## src/rtl/dii_defines.svh

```systemverilog
// Constants for the drive interlock input monitor: bit positions, timing and reset values.
// Assumes inclusion by bare name from the design files only.
`ifndef DII_DEFINES_SVH
`define DII_DEFINES_SVH

`define DII_CLK_MHZ         10
`define DII_DEBOUNCE_US     20000
`define DII_DEBOUNCE_CYC    (`DII_DEBOUNCE_US * `DII_CLK_MHZ)

`define DII_IN_NUM          9
`define DII_IN_TRAFO_DOOR   0
`define DII_IN_CELL_DOOR    1
`define DII_IN_FANS_ON      2
`define DII_IN_FAN_CB_OK    3
`define DII_IN_EXC_FAULT    4
`define DII_IN_EXC_ON       5
`define DII_IN_EXC_READY    6
`define DII_IN_SYNC_XFER    7
`define DII_IN_EXT_FAULT2   8

`define DII_FILT_RST        9'h000
`define DII_STATUS_RST      14'h0000

`endif

```

## src/rtl/dii_pkg.sv

```systemverilog
// Types shared by the drive interlock input monitor.
// Assumes the member order matches the bit positions in dii_defines.svh.
package dii_pkg;

    // One bit per field contact, 1 = contact closed.
    typedef struct packed {
        logic ext_fault2;
        logic sync_xfer;
        logic exc_ready;
        logic exc_on;
        logic exc_fault;
        logic fan_cb_ok;
        logic fans_on;
        logic cell_door;
        logic trafo_door;
    } dii_contacts_t;

    // Indications derived from the filtered contacts.
    typedef struct packed {
        logic main_contactor_open;
        logic transfer_start;
        logic exc_ready;
        logic exc_running;
        logic exc_fault;
        logic fan_fail_alarm;
        logic fans_running;
        logic cell_door_closed;
        logic trafo_door_closed;
        logic cell_door_fault;
        logic cell_door_alarm;
        logic trafo_door_fault;
        logic trafo_door_alarm;
        logic drive_off;
    } dii_status_t;

endpackage

```

## src/rtl/dii_top.sv

```systemverilog
// Drive interlock input monitor: synchronises, debounces and decodes the field contacts.
// Assumes contacts and settings arrive synchronous to clk_i; settings are static levels.
//
// How it works
// - An active second external fault opens the main contactor, an inactive one does nothing.
// - The transfer start input starts a synchronous transfer only while the grid transfer permit is set.
// - The excitation ready input reports whether the exciter is ready to begin excitation.
// - The excitation running input reports whether the exciter field is in operation.
// - The excitation fault input reports an exciter field fault while active.
// - A fan breaker chain that goes inactive raises the fan failure alarm.
// - The fans running input reports all fan contactor auxiliaries closed while active.
// - The cell door input reports all cell doors closed and locked while active.
// - With fault reaction, an open cell door raises a cell door fault and switches the drive off.
// - With alarm reaction, an open cell door raises only a cell door alarm and the drive keeps running.
// - The transformer door input reports all transformer doors closed and locked while active.
// - An open transformer door gives a fault and switch off, or an alarm only, by the reaction setting.
`timescale 1ns/100ps
`include "dii_defines.svh"

module dii_top #(
    parameter int unsigned DEBOUNCE_CYC = `DII_DEBOUNCE_CYC,
    parameter int unsigned N_IN         = `DII_IN_NUM
) (
    input  wire logic                   clk_i,
    input  wire logic                   rst_n_i,
    input  wire dii_pkg::dii_contacts_t contacts_i,
    input  wire logic                   grid_transfer_permit_i,
    input  wire logic                   door_react_fault_i,
    output dii_pkg::dii_status_t        status_o
);
    import dii_pkg::*;

    localparam int unsigned CNT_W = $clog2(DEBOUNCE_CYC + 1);
    localparam logic [CNT_W-1:0] CNT_LAST = CNT_W'(DEBOUNCE_CYC - 1);

    logic [N_IN-1:0]  raw;
    logic [N_IN-1:0]  sync1_reg;
    logic [N_IN-1:0]  sync2_reg;
    logic [N_IN-1:0]  filt_reg;
    logic [CNT_W-1:0] cnt_reg [N_IN];
    dii_status_t      status_reg;
    dii_status_t      status_next;
    logic             armed_reg;

    // Counts cycles in which the synchronised level disagrees with the filtered one.
    function automatic logic [CNT_W-1:0] cnt_step(input logic differ, input logic [CNT_W-1:0] cnt);
        if (!differ || cnt == CNT_LAST)
        begin
            return '0;
        end
        return cnt + CNT_W'(1);
    endfunction

    assign raw = contacts_i;

    always_ff @(posedge clk_i)
    begin
        if (!rst_n_i)
        begin
            sync1_reg <= `DII_FILT_RST;
            sync2_reg <= `DII_FILT_RST;
        end
        else
        begin
            sync1_reg <= raw;
            sync2_reg <= sync1_reg;
        end
    end

    // A level is taken only after it has differed for DEBOUNCE_CYC consecutive cycles.
    always_ff @(posedge clk_i)
    begin
        if (!rst_n_i)
        begin
            filt_reg <= `DII_FILT_RST;
            for (int i = 0; i < N_IN; i++)
            begin
                cnt_reg[i] <= '0;
            end
        end
        else
        begin
            for (int i = 0; i < N_IN; i++)
            begin
                cnt_reg[i] <= cnt_step(sync2_reg[i] != filt_reg[i], cnt_reg[i]);
                if (sync2_reg[i] != filt_reg[i] && cnt_reg[i] == CNT_LAST)
                begin
                    filt_reg[i] <= sync2_reg[i];
                end
            end
        end
    end

    always_comb
    begin
        status_next = '0;
        status_next.main_contactor_open = filt_reg[`DII_IN_EXT_FAULT2];
        status_next.transfer_start = filt_reg[`DII_IN_SYNC_XFER] & grid_transfer_permit_i;
        status_next.exc_ready = filt_reg[`DII_IN_EXC_READY];
        status_next.exc_running = filt_reg[`DII_IN_EXC_ON];
        status_next.exc_fault = filt_reg[`DII_IN_EXC_FAULT];
        status_next.fan_fail_alarm = ~filt_reg[`DII_IN_FAN_CB_OK];
        status_next.fans_running = filt_reg[`DII_IN_FANS_ON];
        status_next.cell_door_closed = filt_reg[`DII_IN_CELL_DOOR];
        status_next.trafo_door_closed = filt_reg[`DII_IN_TRAFO_DOOR];
        status_next.cell_door_fault = ~filt_reg[`DII_IN_CELL_DOOR] & door_react_fault_i;
        status_next.cell_door_alarm = ~filt_reg[`DII_IN_CELL_DOOR] & ~door_react_fault_i;
        status_next.trafo_door_fault = ~filt_reg[`DII_IN_TRAFO_DOOR] & door_react_fault_i;
        status_next.trafo_door_alarm = ~filt_reg[`DII_IN_TRAFO_DOOR] & ~door_react_fault_i;
        // An alarm-only door reaction never contributes to switching off.
        status_next.drive_off = status_next.main_contactor_open | status_next.cell_door_fault
                              | status_next.trafo_door_fault;
    end

    always_ff @(posedge clk_i)
    begin
        if (!rst_n_i)
        begin
            status_reg <= `DII_STATUS_RST;
        end
        else
        begin
            status_reg <= status_next;
        end
    end

    assign status_o = status_reg;

    // Keeps the checks off until status_o shows filtered levels again after a reset.
    always_ff @(posedge clk_i)
    begin
        if (!rst_n_i)
        begin
            armed_reg <= 1'b0;
        end
        else
        begin
            armed_reg <= 1'b1;
        end
    end
endmodule

```

## config.mk

```make
export PLATFORM = sky130hd
export DESIGN_NAME = dii_top
export DESIGN_NICKNAME = d
export VERILOG_FILES = /design/src/rtl/dii_pkg.sv /design/src/rtl/dii_top.sv
export VERILOG_INCLUDE_DIRS = /design/src /design/src/rtl
export SDC_FILE = /design/constraint.sdc
export NUM_CORES = 1
export LEC_CHECK = 0
export ABC_AREA = 1
export ABC_CLOCK_PERIOD_IN_PS = 3600
export BUFFER_PORTS_ARGS = -buffer_cell sky130_fd_sc_hd__buf_2
export CAP_MARGIN = 30
export CORE_UTILIZATION = 52
export DETAILED_ROUTE_END_ITERATION = 8
export GPL_TIMING_DRIVEN = 0
export HOLD_SLACK_MARGIN = 0.15
export PLACE_DENSITY_LB_ADDON = 0.15
export SLEW_MARGIN = 25
export SYNTH_ARGS = -nofsm -noshare
export SYNTH_HDL_FRONTEND = slang
export SYNTH_SLANG_ARGS = --single-unit
```

## constraint.sdc

```tcl
create_clock -name clk_i -period 3.6 [get_ports clk_i]
set_input_delay 0.36 -clock clk_i [delete_from_list [all_inputs] [get_ports clk_i]]
set_output_delay 0.36 -clock clk_i [all_outputs]
set_load 0.05 [all_outputs]
```

* Word level (Yosys, flattened, before mapping)
Memories as Yosys holds them, arrays and structs flattened. Index checks and enable logic that the tools add are counted.
Word-level totals: RAM bits 162, input port bits 13, memories 1, register bits after elaboration 41, output and inout bits 14
Operators by class: $add $sub $neg 9, reduce and logical (&&, ||, !) cells 27, muxes and demuxes 56, equality and inequality tests 18, bitwise operators 20
Memories:
- cnt_reg | words 9, bits a word 18, read ports 9, clocked after memory_dff 0, write ports 9, RTL line dii_top.sv:40 | logic [CNT_W-1:0] cnt_reg [N_IN];
Operator list (count):
- $mux W18 | 36
- $add A18 B1 Y18 const B | 9
- $eq A18 B18 Y1 const B | 9
- $mux W1 | 20
- $or A1 B1 Y1 | 11
- $logic_and A1 B1 Y1 | 9
- $logic_not A1 Y1 | 9
- $logic_or A1 B1 Y1 | 9
- $ne A1 B1 Y1 | 9
- $and A1 B1 Y1 | 5
- $not A1 Y1 | 4

* Logic depth before layout (Yosys ltp)
Gate-level depths: netlist of the first run.
depth after elaboration 8, gate-level depth with buffers 9, mapped depth without buffers 8

* Worst setup path before layout of the first run
OpenSTA, ideal clock, no wires.
path kind register to register, from mem cnt_reg[0][126] (netlist name), to mem cnt_reg[0][135] (netlist name), buffers on the path 1, cell stages (with the launch flop) 10, path slack 2.202 ns, library setup time 0.114 ns, data arrival time 1.284 ns, cells stage by stage dfxtp_1 > ha_1 > nand2_1 > nor2_4 > nand2_1 > nor2_2 > nand2_2 > nand2_4 > buf_6 > nor2_1
RTL lines (RTL line):
- from (decl) | dii_top.sv:40

==> summary.md, run 1 <==
| Metric | Value |
|---|---|
| Status | `finished clean` |
| Max-cap violations | `0` |
| TritonCTS clock tree | `built` |
| Total gr overflow | `0` |
| Max FFs per register | `162` |
| Placed Instances | `1597` |
| Slowest stage cell, crit path | `dfxtp_1` |
| Ys async rst share | `0%` |
| Dpl hpwl | `13.0 mm` |
| Initial antenna violation count | `0` |
| Final wirelength | `17.9 mm` |
| Fin. max-slew vios | `0` |
| Finished Layout Cells | `1651` |
| Sequential standard cell area | `4060 um2` |
| DR vias | `7954` |
| Worst-Margin Slew | `579 ps` |
| Drt first-iter violations | `360` |
| Most frequent cells in the layout | `326 x nand2_1, 308 x nor2_1, 203 x dfxtp_1` |
| Critical Path Sink Type | `register` |
| Mapped Avg Cell Area | `7.00 um2` |
| Die height | `137 um` |
| H-tree levels | `1` |
| # hold bufs at CTS | `12` |
| DIE AREA | `18700 um2` |
| Gp weighted congestion | `0.865` |
| Seq/Total Area, Yosys | `43.1%` |
| VDD IR-drop max | `419 uV` |
| Final ANT Viol Nets | `0` |
| Area of the mapped netlist | `9420 um2` |
| Achievable frequency | `604 MHz` |
| Rel. slew slack | `61.4%` |
| DR pass1 iterations | `5` |
| Layout Skew | `16.3 ps` |
| Die W | `137 um` |
| Reg2reg end | `cnt_reg[0][84]$_SDFF_PP0_` |
| Worst-Skew Late Latency | `510 ps` |
| Post_cts resized | `0` |
| Cell row count | `48` |
| Buffers inserted by post-CTS timing repair | `0` |
| R2r startpoint | `cnt_reg[0][72]$_SDFF_PP0_` |
| Share of post-route cells with drive strength above 1 | `8.35%` |
| Num CTS Buffers | `23` |
| Crit path max fanout | `10` |
| Largest net degree at the start of global routing | `14` |
| Post-synthesis register bit count | `203` |
| Initial cell density of the core | `53.9%` |
| Final Util | `61.4%` |
| Hold_ws | `412 ps` |
| Boundary Pins | `27` |
| RSZ-0062 raised after global routing | `no` |
| Filler cells | `1638` |
| Layout area overhead | `13.8%` |
| CP required | `3990 ps` |
| Static Leak | `3.82 nW` |
| Number of synthesized flops with an enable pin | `0` |
| First-pass GRT wire length | `31.1 mm` |
| Crit path launch type | `register` |
| Final worst-path cycle share | `46.0%` |
| Worst-path clk slew | `60 ps` |
| Crit Path Category | `register to register` |
| Core Area | `17500 um2` |
| Root buf cell | `clkbuf_16` |
| Design Power | `4.72 mW` |
| CP arrival | `2050 ps` |
| Max Root-Sink Buffers | `3` |
| Clock sink count | `203` |
| Number of global-route vias before repair | `7167` |
| Nets | `1431` |
| Avg WL per Cell | `10.8 um` |
| CP peak stage delay | `380 ps` |
| CP dominant cell by count | `nor2_1` |
| Antenna Cells | `0` |
| WHS Endpoint | `sync2_reg[6]$_SDFF_PN0_` |
| Final setup fails | `0` |
| CP bufs+invs | `1` |
| Gr usage total | `20.0%` |
| Hold_sp | `sync1_reg[6]$_SDFF_PN0_` |
| Top delay family on crit path | `simple AND/OR/NAND/NOR gates` |
| Cells on Worst Hold Path | `2` |
| Final TNS setup | `0 ps` |
| Drt drc | `0` |
| Vias per inst | `4.82` |
| Ys flop type | `dfxtp_1` |
| Hold Crit Class | `register to register` |
| Synth cell types | `33` |
| Leading cell type in the layout, fill and taps excluded | `nand2_1` |
| CP Cell Sequence | `ha_1, nand3_2, nor2_1, nand2_1, o21bai_2, buf_4, nor2_1` |
| R2R Setup Slk | `1940 ps` |
| Synth warn | `0` |
| R2R depth | `7` |
| Minimum clock period | `1660 ps` |
| Port Buf Inserts | `25` |
| Area of the multi-input gates | `4670 um2` |
| Final Hold Violating Endpoints | `0` |
| Syn Inst Count | `1347` |
| Cell Pwr Density | `440 nW/um2` |
| Synthesized Nets | `1369` |
## worst min-delay path: cells and delay by family, from the launching register on
kind / cells / cell delay, ps
flip-flops: 1 / 300
AND/OR/NAND/NOR: 1 / 50
buffers and inverters: 1 / 40
## cell type report
type	count	area share, %
well taps	225	2.62
inverters	151	5.28
plain buffers	14	1.10
multi-input cells	979	43.6
clock buffers	30	6.08
repair buffers	37	2.29
flip-flops and latches	203	37.9
clock inverters	12	1.17
## layer usage
metal	global-route usage, %	vias to the layer above	wire length [um]
li1	-	4336	-
met1	26.3	3487	8760
met2	34.1	106	8050
met3	3.07	25	702
met4	4.69	0	347
met5	0	-	0
## worst max-delay path by stage
stage	from	endpoint	slack (ps)	depth (start not counted)
after floorplan	cnt_reg[0][126]$_SDFF_PP0_	cnt_reg[0][135]$_SDFF_PP0_	2200	9
after global placement	cnt_reg[0][72]$_SDFF_PP0_	cnt_reg[0][80]$_SDFF_PP0_	1970	7
after detailed placement	cnt_reg[0][72]$_SDFF_PP0_	cnt_reg[0][87]$_SDFF_PP0_	1960	7
after CTS	cnt_reg[0][72]$_SDFF_PP0_	cnt_reg[0][81]$_SDFF_PP0_	1930	7
after global routing	cnt_reg[0][72]$_SDFF_PP0_	cnt_reg[0][81]$_SDFF_PP0_	1820	7
final	cnt_reg[0][72]$_SDFF_PP0_	cnt_reg[0][84]$_SDFF_PP0_	1940	7
## Yosys cell counts, types with 7 or more instances
cell | count | area [um2]
nand3_1 | 74 | 370
dfxtp_1 | 203 | 4060
nand2_1 | 326 | 1220
xnor2_1 | 22 | 193
ha_1 | 9 | 113
inv_1 | 149 | 559
nor3_1 | 22 | 110
xor2_1 | 45 | 394
a21oi_1 | 60 | 300
or2_0 | 7 | 43.8
or2_2 | 11 | 68.8
o21ai_0 | 31 | 155
buf_6 | 7 | 78.8
nor2_1 | 308 | 1160
nand4_1 | 27 | 169
## report_power, final
| group | switching [mW] | leakage [nW] | internal (mW) |
|---|---|---|---|
| Clock | 0.926 | 0.384 | 1.43 |
| Sequential | 0.00720 | 1.64 | 2.26 |
| Combinational | 0.0594 | 1.79 | 0.0370 |
| Total | 0.993 | 3.82 | 3.73 |
## per-stage QoR
stage	setup WS [ps]	cell area [um2]
2_1_floorplan	2200	9420
3_3_place_gp	1970	9830
3_5_place_dp	1960	9830
4_1_cts	1930	10700
5_1_grt	1820	10700
6_report	1940	10700
## logic make-up after synthesis
group	after synthesis	share of synthesized area, %
adder cells (fa/ha/maj)	9	1.20
AND/OR/NAND/NOR	800	35.7
XOR/XNOR	67	6.23
buffers and inverters	165	7.26
AO/OA/AOI/OAI	103	6.48
flip-flops	203	43.1
Power figures use the tool's default switching activity.
==> run 2: changes to the inputs <==
Settings changed: ABC_AREA 1 to 0, ABC_CLOCK_PERIOD_IN_PS 3600 to 1600.
Clock period 3.6 ns to 1.6 ns, I/O delays scaled along.
==> run 2 against run 1 <==
Compared with the run above:
- the flow now finishes with violations (negative setup slack)
- first-iteration DRC count shrank 24%
- register-to-register slack got worse by 2100 ps
- wire length up 2.8%
- flip-flop and latch count unchanged
- sequential share of layout area is 0.098 points higher
- combinational power grew 140%
- synthesized cell count is 28% lower
- count of clock-buffer cells in the layout fell by 1
- critical endpoint is now cnt_reg[0][50]$_SDFF_PP0_
==> summary.md, run 2 <==
| Metric | Value |
|---|---|
| Status | `finished, violations left` |
| Failing checks | `negative setup slack` |
| CP bufs+invs | `1` |
| Gp weighted congestion | `0.843` |
| Gr usage total | `20.7%` |
| Mapped Avg Cell Area | `8.97 um2` |
| DR vias | `7074` |
| Seq/Total Area, Yosys | `46.7%` |
| Rel. slew slack | `56.5%` |
| Final Hold Violating Endpoints | `0` |
| DR pass1 iterations | `5` |
| Clock sink count | `203` |
| TritonCTS clock tree | `built` |
| Num CTS Buffers | `23` |
| Final Util | `68.9%` |
| GRT busiest layer | `met2` |
| Drt drc | `0` |
| Fin. max-slew vios | `0` |
| Final wirelength | `18.4 mm` |
| M1 GR Usage | `28.2%` |
| Final ANT Viol Nets | `0` |
| Largest net degree at the start of global routing | `14` |
| Cell row count | `46` |
| Top delay family on crit path | `simple AND/OR/NAND/NOR gates` |
| Minimum clock period | `1720 ps` |
| Placed Instances | `1211` |
| Static Leak | `3.71 nW` |
| Number of synthesized flops with an enable pin | `0` |
| Synth area leader | `dfxtp_1` |
| VDD IR-drop max | `971 uV` |
| DIE AREA | `17200 um2` |
| Area of the mapped netlist | `8690 um2` |
| M2 GR Usage | `34.0%` |
| Avg WL per Cell | `14.1 um` |
| First-pass GRT wire length | `30.3 mm` |
| Leading cell type in the layout, fill and taps excluded | `nor2_1` |
| CP arrival | `2100 ps` |
| Critical Path Sink Type | `register` |
| Most frequent cell after synthesis | `dfxtp_1` |
| Achievable frequency | `582 MHz` |
| Boundary Pins | `27` |
| Max FFs per register | `162` |
| Cell Pwr Density | `992 nW/um2` |
| RSZ-0062 raised after global routing | `yes` |
| Nets | `1090` |
| H-tree levels | `1` |
| Final setup margin | `-118 ps` |
| Crit path max fanout | `10` |
| CP Cell Sequence | `or4_4, nor4_4, a31o_2, buf_8, nor2_1` |
| Post-synthesis register bit count | `203` |
| Core Area | `16100 um2` |
| Synth top area cells | `dfxtp_1 47%, nor2_1 6.9%, xnor2_1 6.8%` |
| Hold Crit Class | `input port to register` |
| Synthesized Nets | `991` |
| Max Root-Sink Buffers | `3` |
| Die height | `131 um` |
| Most frequent cells in the layout | `158 x nor2_1, 128 x dfxtp_1, 67 x xnor2_1` |
| Crit Path Category | `register to register` |
| Worst-Margin Slew | `652 ps` |
| Layout area overhead | `27.8%` |
| Synth warn | `0` |
| Number of global-route vias before repair | `6466` |
| Antenna Cells | `0` |
| Share of post-route cells with drive strength above 1 | `25.8%` |
| Post-synth top area share | `46.7%` |
| Root buf cell | `clkbuf_16` |
| Max-cap violations | `0` |
| Initial cell density of the core | `54.0%` |
| Die W | `131 um` |
| Final setup fails | `17` |
| Slowest stage cell, crit path | `or4_4` |
| Vias per inst | `5.44` |
| Drt first-iter violations | `275` |
| CP peak stage delay | `550 ps` |
| Synth cell types | `52` |
| Worst-Skew Late Latency | `500 ps` |
| Met3 GRT Util | `2.97%` |
| Finished Layout Cells | `1301` |
| Ys flop type | `dfxtp_1` |
| Total gr overflow | `0` |
| Port Buf Inserts | `26` |
| Layout Skew | `11.4 ps` |
| Syn Inst Count | `969` |
| Initial antenna violation count | `0` |
| Final worst-path cycle share | `107%` |
| Worst-path clk slew | `60 ps` |
| Post-synth top cells | `203 x dfxtp_1, 160 x nor2_1, 68 x xnor2_1, 63 x nand3_1, 63 x xor2_1` |
| Filler cells | `1274` |
| Dpl hpwl | `11.5 mm` |
| CP required | `1990 ps` |
| Ys async rst share | `0%` |
| Crit path launch type | `register` |
run 2: cell types whose count changed in the layout (fill, tap and decap cells not counted), sizes merged, moves of 16 or more:
cell and delta:
nand2 -277, nor2 -158, inv -124, buf +46, xnor2 +46, a21oi -43
nor4 +41, and2 +34, nand4 +31, xor2 +18, o21ai -16
run 2: kinds of logic (layout without fill, tap and decap cells):
logic type / count (synthesis) / after routing / share of synthesized area (%)
xor gates and xnor gates: 131 / 131 / 13.2
adders and majority gates: 9 / 9 / 1.30
and+or+nand+nor: 503 / 503 / 30.5
AOI/OAI and AO/OA: 59 / 59 / 4.53
DFF: 203 / 203 / 46.7
buffers and inverters: 56 / 172 / 2.76
muxes: 8 / 8 / 0.935
run 2: final cells by class:
type                       instances  area (um2)  share of cell area, %
multi-input combinational        710        4880                   43.9
sequential                       203        4220                   38.0
clock buffer                      29         648                   5.83
timing repair buffer              83         631                   5.68
tap                              216         270                   2.43
clock inverter                    13         198                   1.78
buffer                            20         163                   1.46
inverter                          27         101                  0.912
run 2: timing repair:
action	CTS	global route
pin swaps	18	33
resized for setup	99	110
hold endpoints to repair	16	0
hold buffers	13	0
cloned	0	1
setup buffers	22	20
setup endpoints to repair	143	125
run 2: worst paths after layout:
kind | from | end | slack, ps | cells past startpoint
max reg2reg | cnt_reg[0][49]$_SDFF_PP0_ | cnt_reg[0][50]$_SDFF_PP0_ | -120 | 5
max | cnt_reg[0][49]$_SDFF_PP0_ | cnt_reg[0][50]$_SDFF_PP0_ | -120 | 5
min reg2reg | sync1_reg[0]$_SDFF_PN0_ | sync2_reg[0]$_SDFF_PN0_ | 430 | 1
min | rst_n_i | cnt_reg[0][73]$_SDFF_PP0_ | 180 | 3
run 2: per-layer routing:
metal / routed length (um) / vias up
li1: - / 3617
met1: 8800 / 3320
met2: 8560 / 106
met3: 578 / 31
met4: 425 / 0
met5: 0 / -
run 2: per-stage QoR:
stage                     total power, mW  setup TNS [ps]  cell area (um2)  setup slack, ps  hold WS (ps)
final                                11.0           -1760            11100             -118           180
after global routing                 11.4           -3200            11100             -193           183
after global placement               5.40          -35430             9150             -385           367
after floorplan                      5.33            -844             8750            -85.1           287
after detailed placement             5.40          -37900             9150             -400           371
after CTS                            11.2           -2250            10600             -148           154
run 2: report_power, final:
group          switching, mW  leakage [nW]  internal, mW
logic                  0.137          1.60        0.0963
clock network           2.05         0.424          3.68
registers             0.0203          1.69          5.05
run 2: tightest hold or removal path, delay by kind of cell:
family	cells	cell delay, ps
simple gates	2	340
buf+inv	1	130
==> run 3: changes to the inputs <==
Settings changed: CORE_MARGIN set to 4.
==> run 3 against run 2 <==
Compared with the run above:
- the flow still finishes with violations (negative setup slack)
- total power shrank 5.7%
- clock power shrank 11%
- critical path depth grew 1
- worst hold slack lost 5.2 ps
- combinational power grew 2%
- global-route usage shrank 1.2 points
- sequential power is essentially flat
- sequential share of layout area grew 0.83 points
- core utilization shrank 2.7 points
- via count shrank 1.5%
- register-to-register slack lost 60 ps
- first-iteration DRC count shrank 9.8%
- critical endpoint is now cnt_reg[0][47]$_SDFF_PP0_
- largest cell class unchanged
==> summary.md, run 3 (synthesis gave the netlist of run 2 again) <==
| Metric | Value |
|---|---|
| Antenna Cells | `0` |
| Status | `finished, violations left` |
| Crit Path Category | `register to register` |
| DIE AREA | `18900 um2` |
| CP arrival | `2160 ps` |
| Die height | `137 um` |
| Share of post-route cells with drive strength above 1 | `24.1%` |
| Fin. max-slew vios | `0` |
| Vias per inst | `5.37` |
| TritonCTS clock tree | `built` |
| Final wirelength | `18.6 mm` |
| Gp weighted congestion | `0.815` |
| CP required | `1990 ps` |
| DR vias | `6966` |
| Avg WL per Cell | `14.3 um` |
| Nets | `1086` |
| Boundary Pins | `27` |
| Achievable frequency | `563 MHz` |
| Drt first-iter violations | `248` |
| Filler cells | `1333` |
| Minimum clock period | `1780 ps` |
| Port Buf Inserts | `26` |
| Initial cell density of the core | `52.8%` |
| Final worst-path cycle share | `111%` |
| Dpl ws | `-351 ps` |
| Total gr overflow | `0` |
| Crit path launch type | `register` |
| Clock sink count | `203` |
| RSZ-0062 raised after global routing | `yes` |
| Number of global-route vias before repair | `6481` |
| Largest net degree at the start of global routing | `14` |
| First-pass GRT wire length | `30.8 mm` |
| Cell Pwr Density | `952 nW/um2` |
| Failing checks | `negative setup slack` |
| Worst-path clk slew | `60 ps` |
| Layout area overhead | `25.5%` |
| Worst-Margin Slew | `737 ps` |
| Initial antenna violation count | `1` |
| Max FFs per register | `162` |
| Die W | `137 um` |
| Final setup fails | `18` |
| Final setup margin | `-177 ps` |
| Dpl hpwl | `11.7 mm` |
| Rel. slew slack | `50.9%` |
| Final ANT Viol Nets | `0` |
| Max Root-Sink Buffers | `3` |
| Drt drc | `0` |
| H-tree levels | `1` |
| Core Area | `16500 um2` |
| Critical Path Sink Type | `register` |
| Leading cell type in the layout, fill and taps excluded | `nor2_1` |
| Final Util | `66.3%` |
| Crit path max fanout | `5` |
| DR pass1 iterations | `5` |
| Root buf cell | `clkbuf_16` |
| Placed Instances | `1215` |
| Finished Layout Cells | `1298` |
| Max-cap violations | `0` |
| Cell row count | `47` |
| Most frequent cells in the layout | `157 x nor2_1, 126 x dfxtp_1, 68 x xnor2_1` |
| Layout Skew | `8.47 ps` |
| Num CTS Buffers | `22` |
| Final Hold Violating Endpoints | `0` |
| Worst-Skew Late Latency | `500 ps` |
| Design Power | `10.4 mW` |
| Hold Crit Class | `input port to register` |
| Gr usage total | `19.5%` |
| VDD IR-drop max | `786 uV` |
| Static Leak | `3.61 nW` |
-- run 3: per-stage QoR --
step | hold WS (ps) | TNS (ps) | cell area [um2]
4_1_cts | 160 | -2560 | 10500
2_1_floorplan | 287 | -844 | 8750
5_1_grt | 173 | -4620 | 10900
3_3_place_gp | 369 | -33290 | 9160
6_report | 175 | -2770 | 10900
3_5_place_dp | 371 | -33860 | 9160
-- run 3: worst paths after layout --
path | cells past startpoint | endpoint | startpoint | slack, ps
setup reg to reg | 6 | cnt_reg[0][47]$_SDFF_PP0_ | cnt_reg[0][48]$_SDFF_PP0_ | -180
hold reg to reg | 1 | sync2_reg[7]$_SDFF_PN0_ | sync1_reg[7]$_SDFF_PN0_ | 430
setup / recovery | 6 | cnt_reg[0][47]$_SDFF_PP0_ | cnt_reg[0][48]$_SDFF_PP0_ | -180
hold / removal | 4 | cnt_reg[0][78]$_SDFF_PP0_ | rst_n_i | 170
-- run 3: layout make-up --
class / count / area, um2 / area share (%)
inverter: 27 / 101 / 0.929
tap: 220 / 275 / 2.52
sequential: 203 / 4240 / 38.8
clock inverter: 6 / 82.6 / 0.757
multi-input combinational: 710 / 4800 / 44.0
buffer: 21 / 173 / 1.58
timing repair buffer: 79 / 596 / 5.46
clock buffer: 32 / 649 / 5.95
-- run 3: timing repair --
action,4_1_cts,5_1_grt
hold endpoints to repair,15,0
setup buffers,27,10
resized for setup,89,117
gates cloned,0,4
setup endpoints to repair,143,152
pin swaps,21,30
hold buffers,12,0
-- run 3: report_power, final --
part	switching, mW	leakage, nW	internal, mW
logic	0.140	1.56	0.0976
registers	0.0229	1.69	5.04
clock network	1.96	0.358	3.13
-- run 3: layer usage --
metal / up-vias / wire length (um) / track usage, %
met5: - / 0 / 0
met4: 0 / 328 / 4.93
met3: 27 / 723 / 2.99
met2: 127 / 8560 / 31.2
met1: 3218 / 9010 / 27.6
li1: 3594 / - / -
-- run 3: worst max-delay path, stage by stage, from the launching register on --
cell	delay, ps
dfxtp_1	360
or4_4	520
nor4_4	310
a31o_2	190
buf_6	120
clkbuf_16	140
nor2_1	40
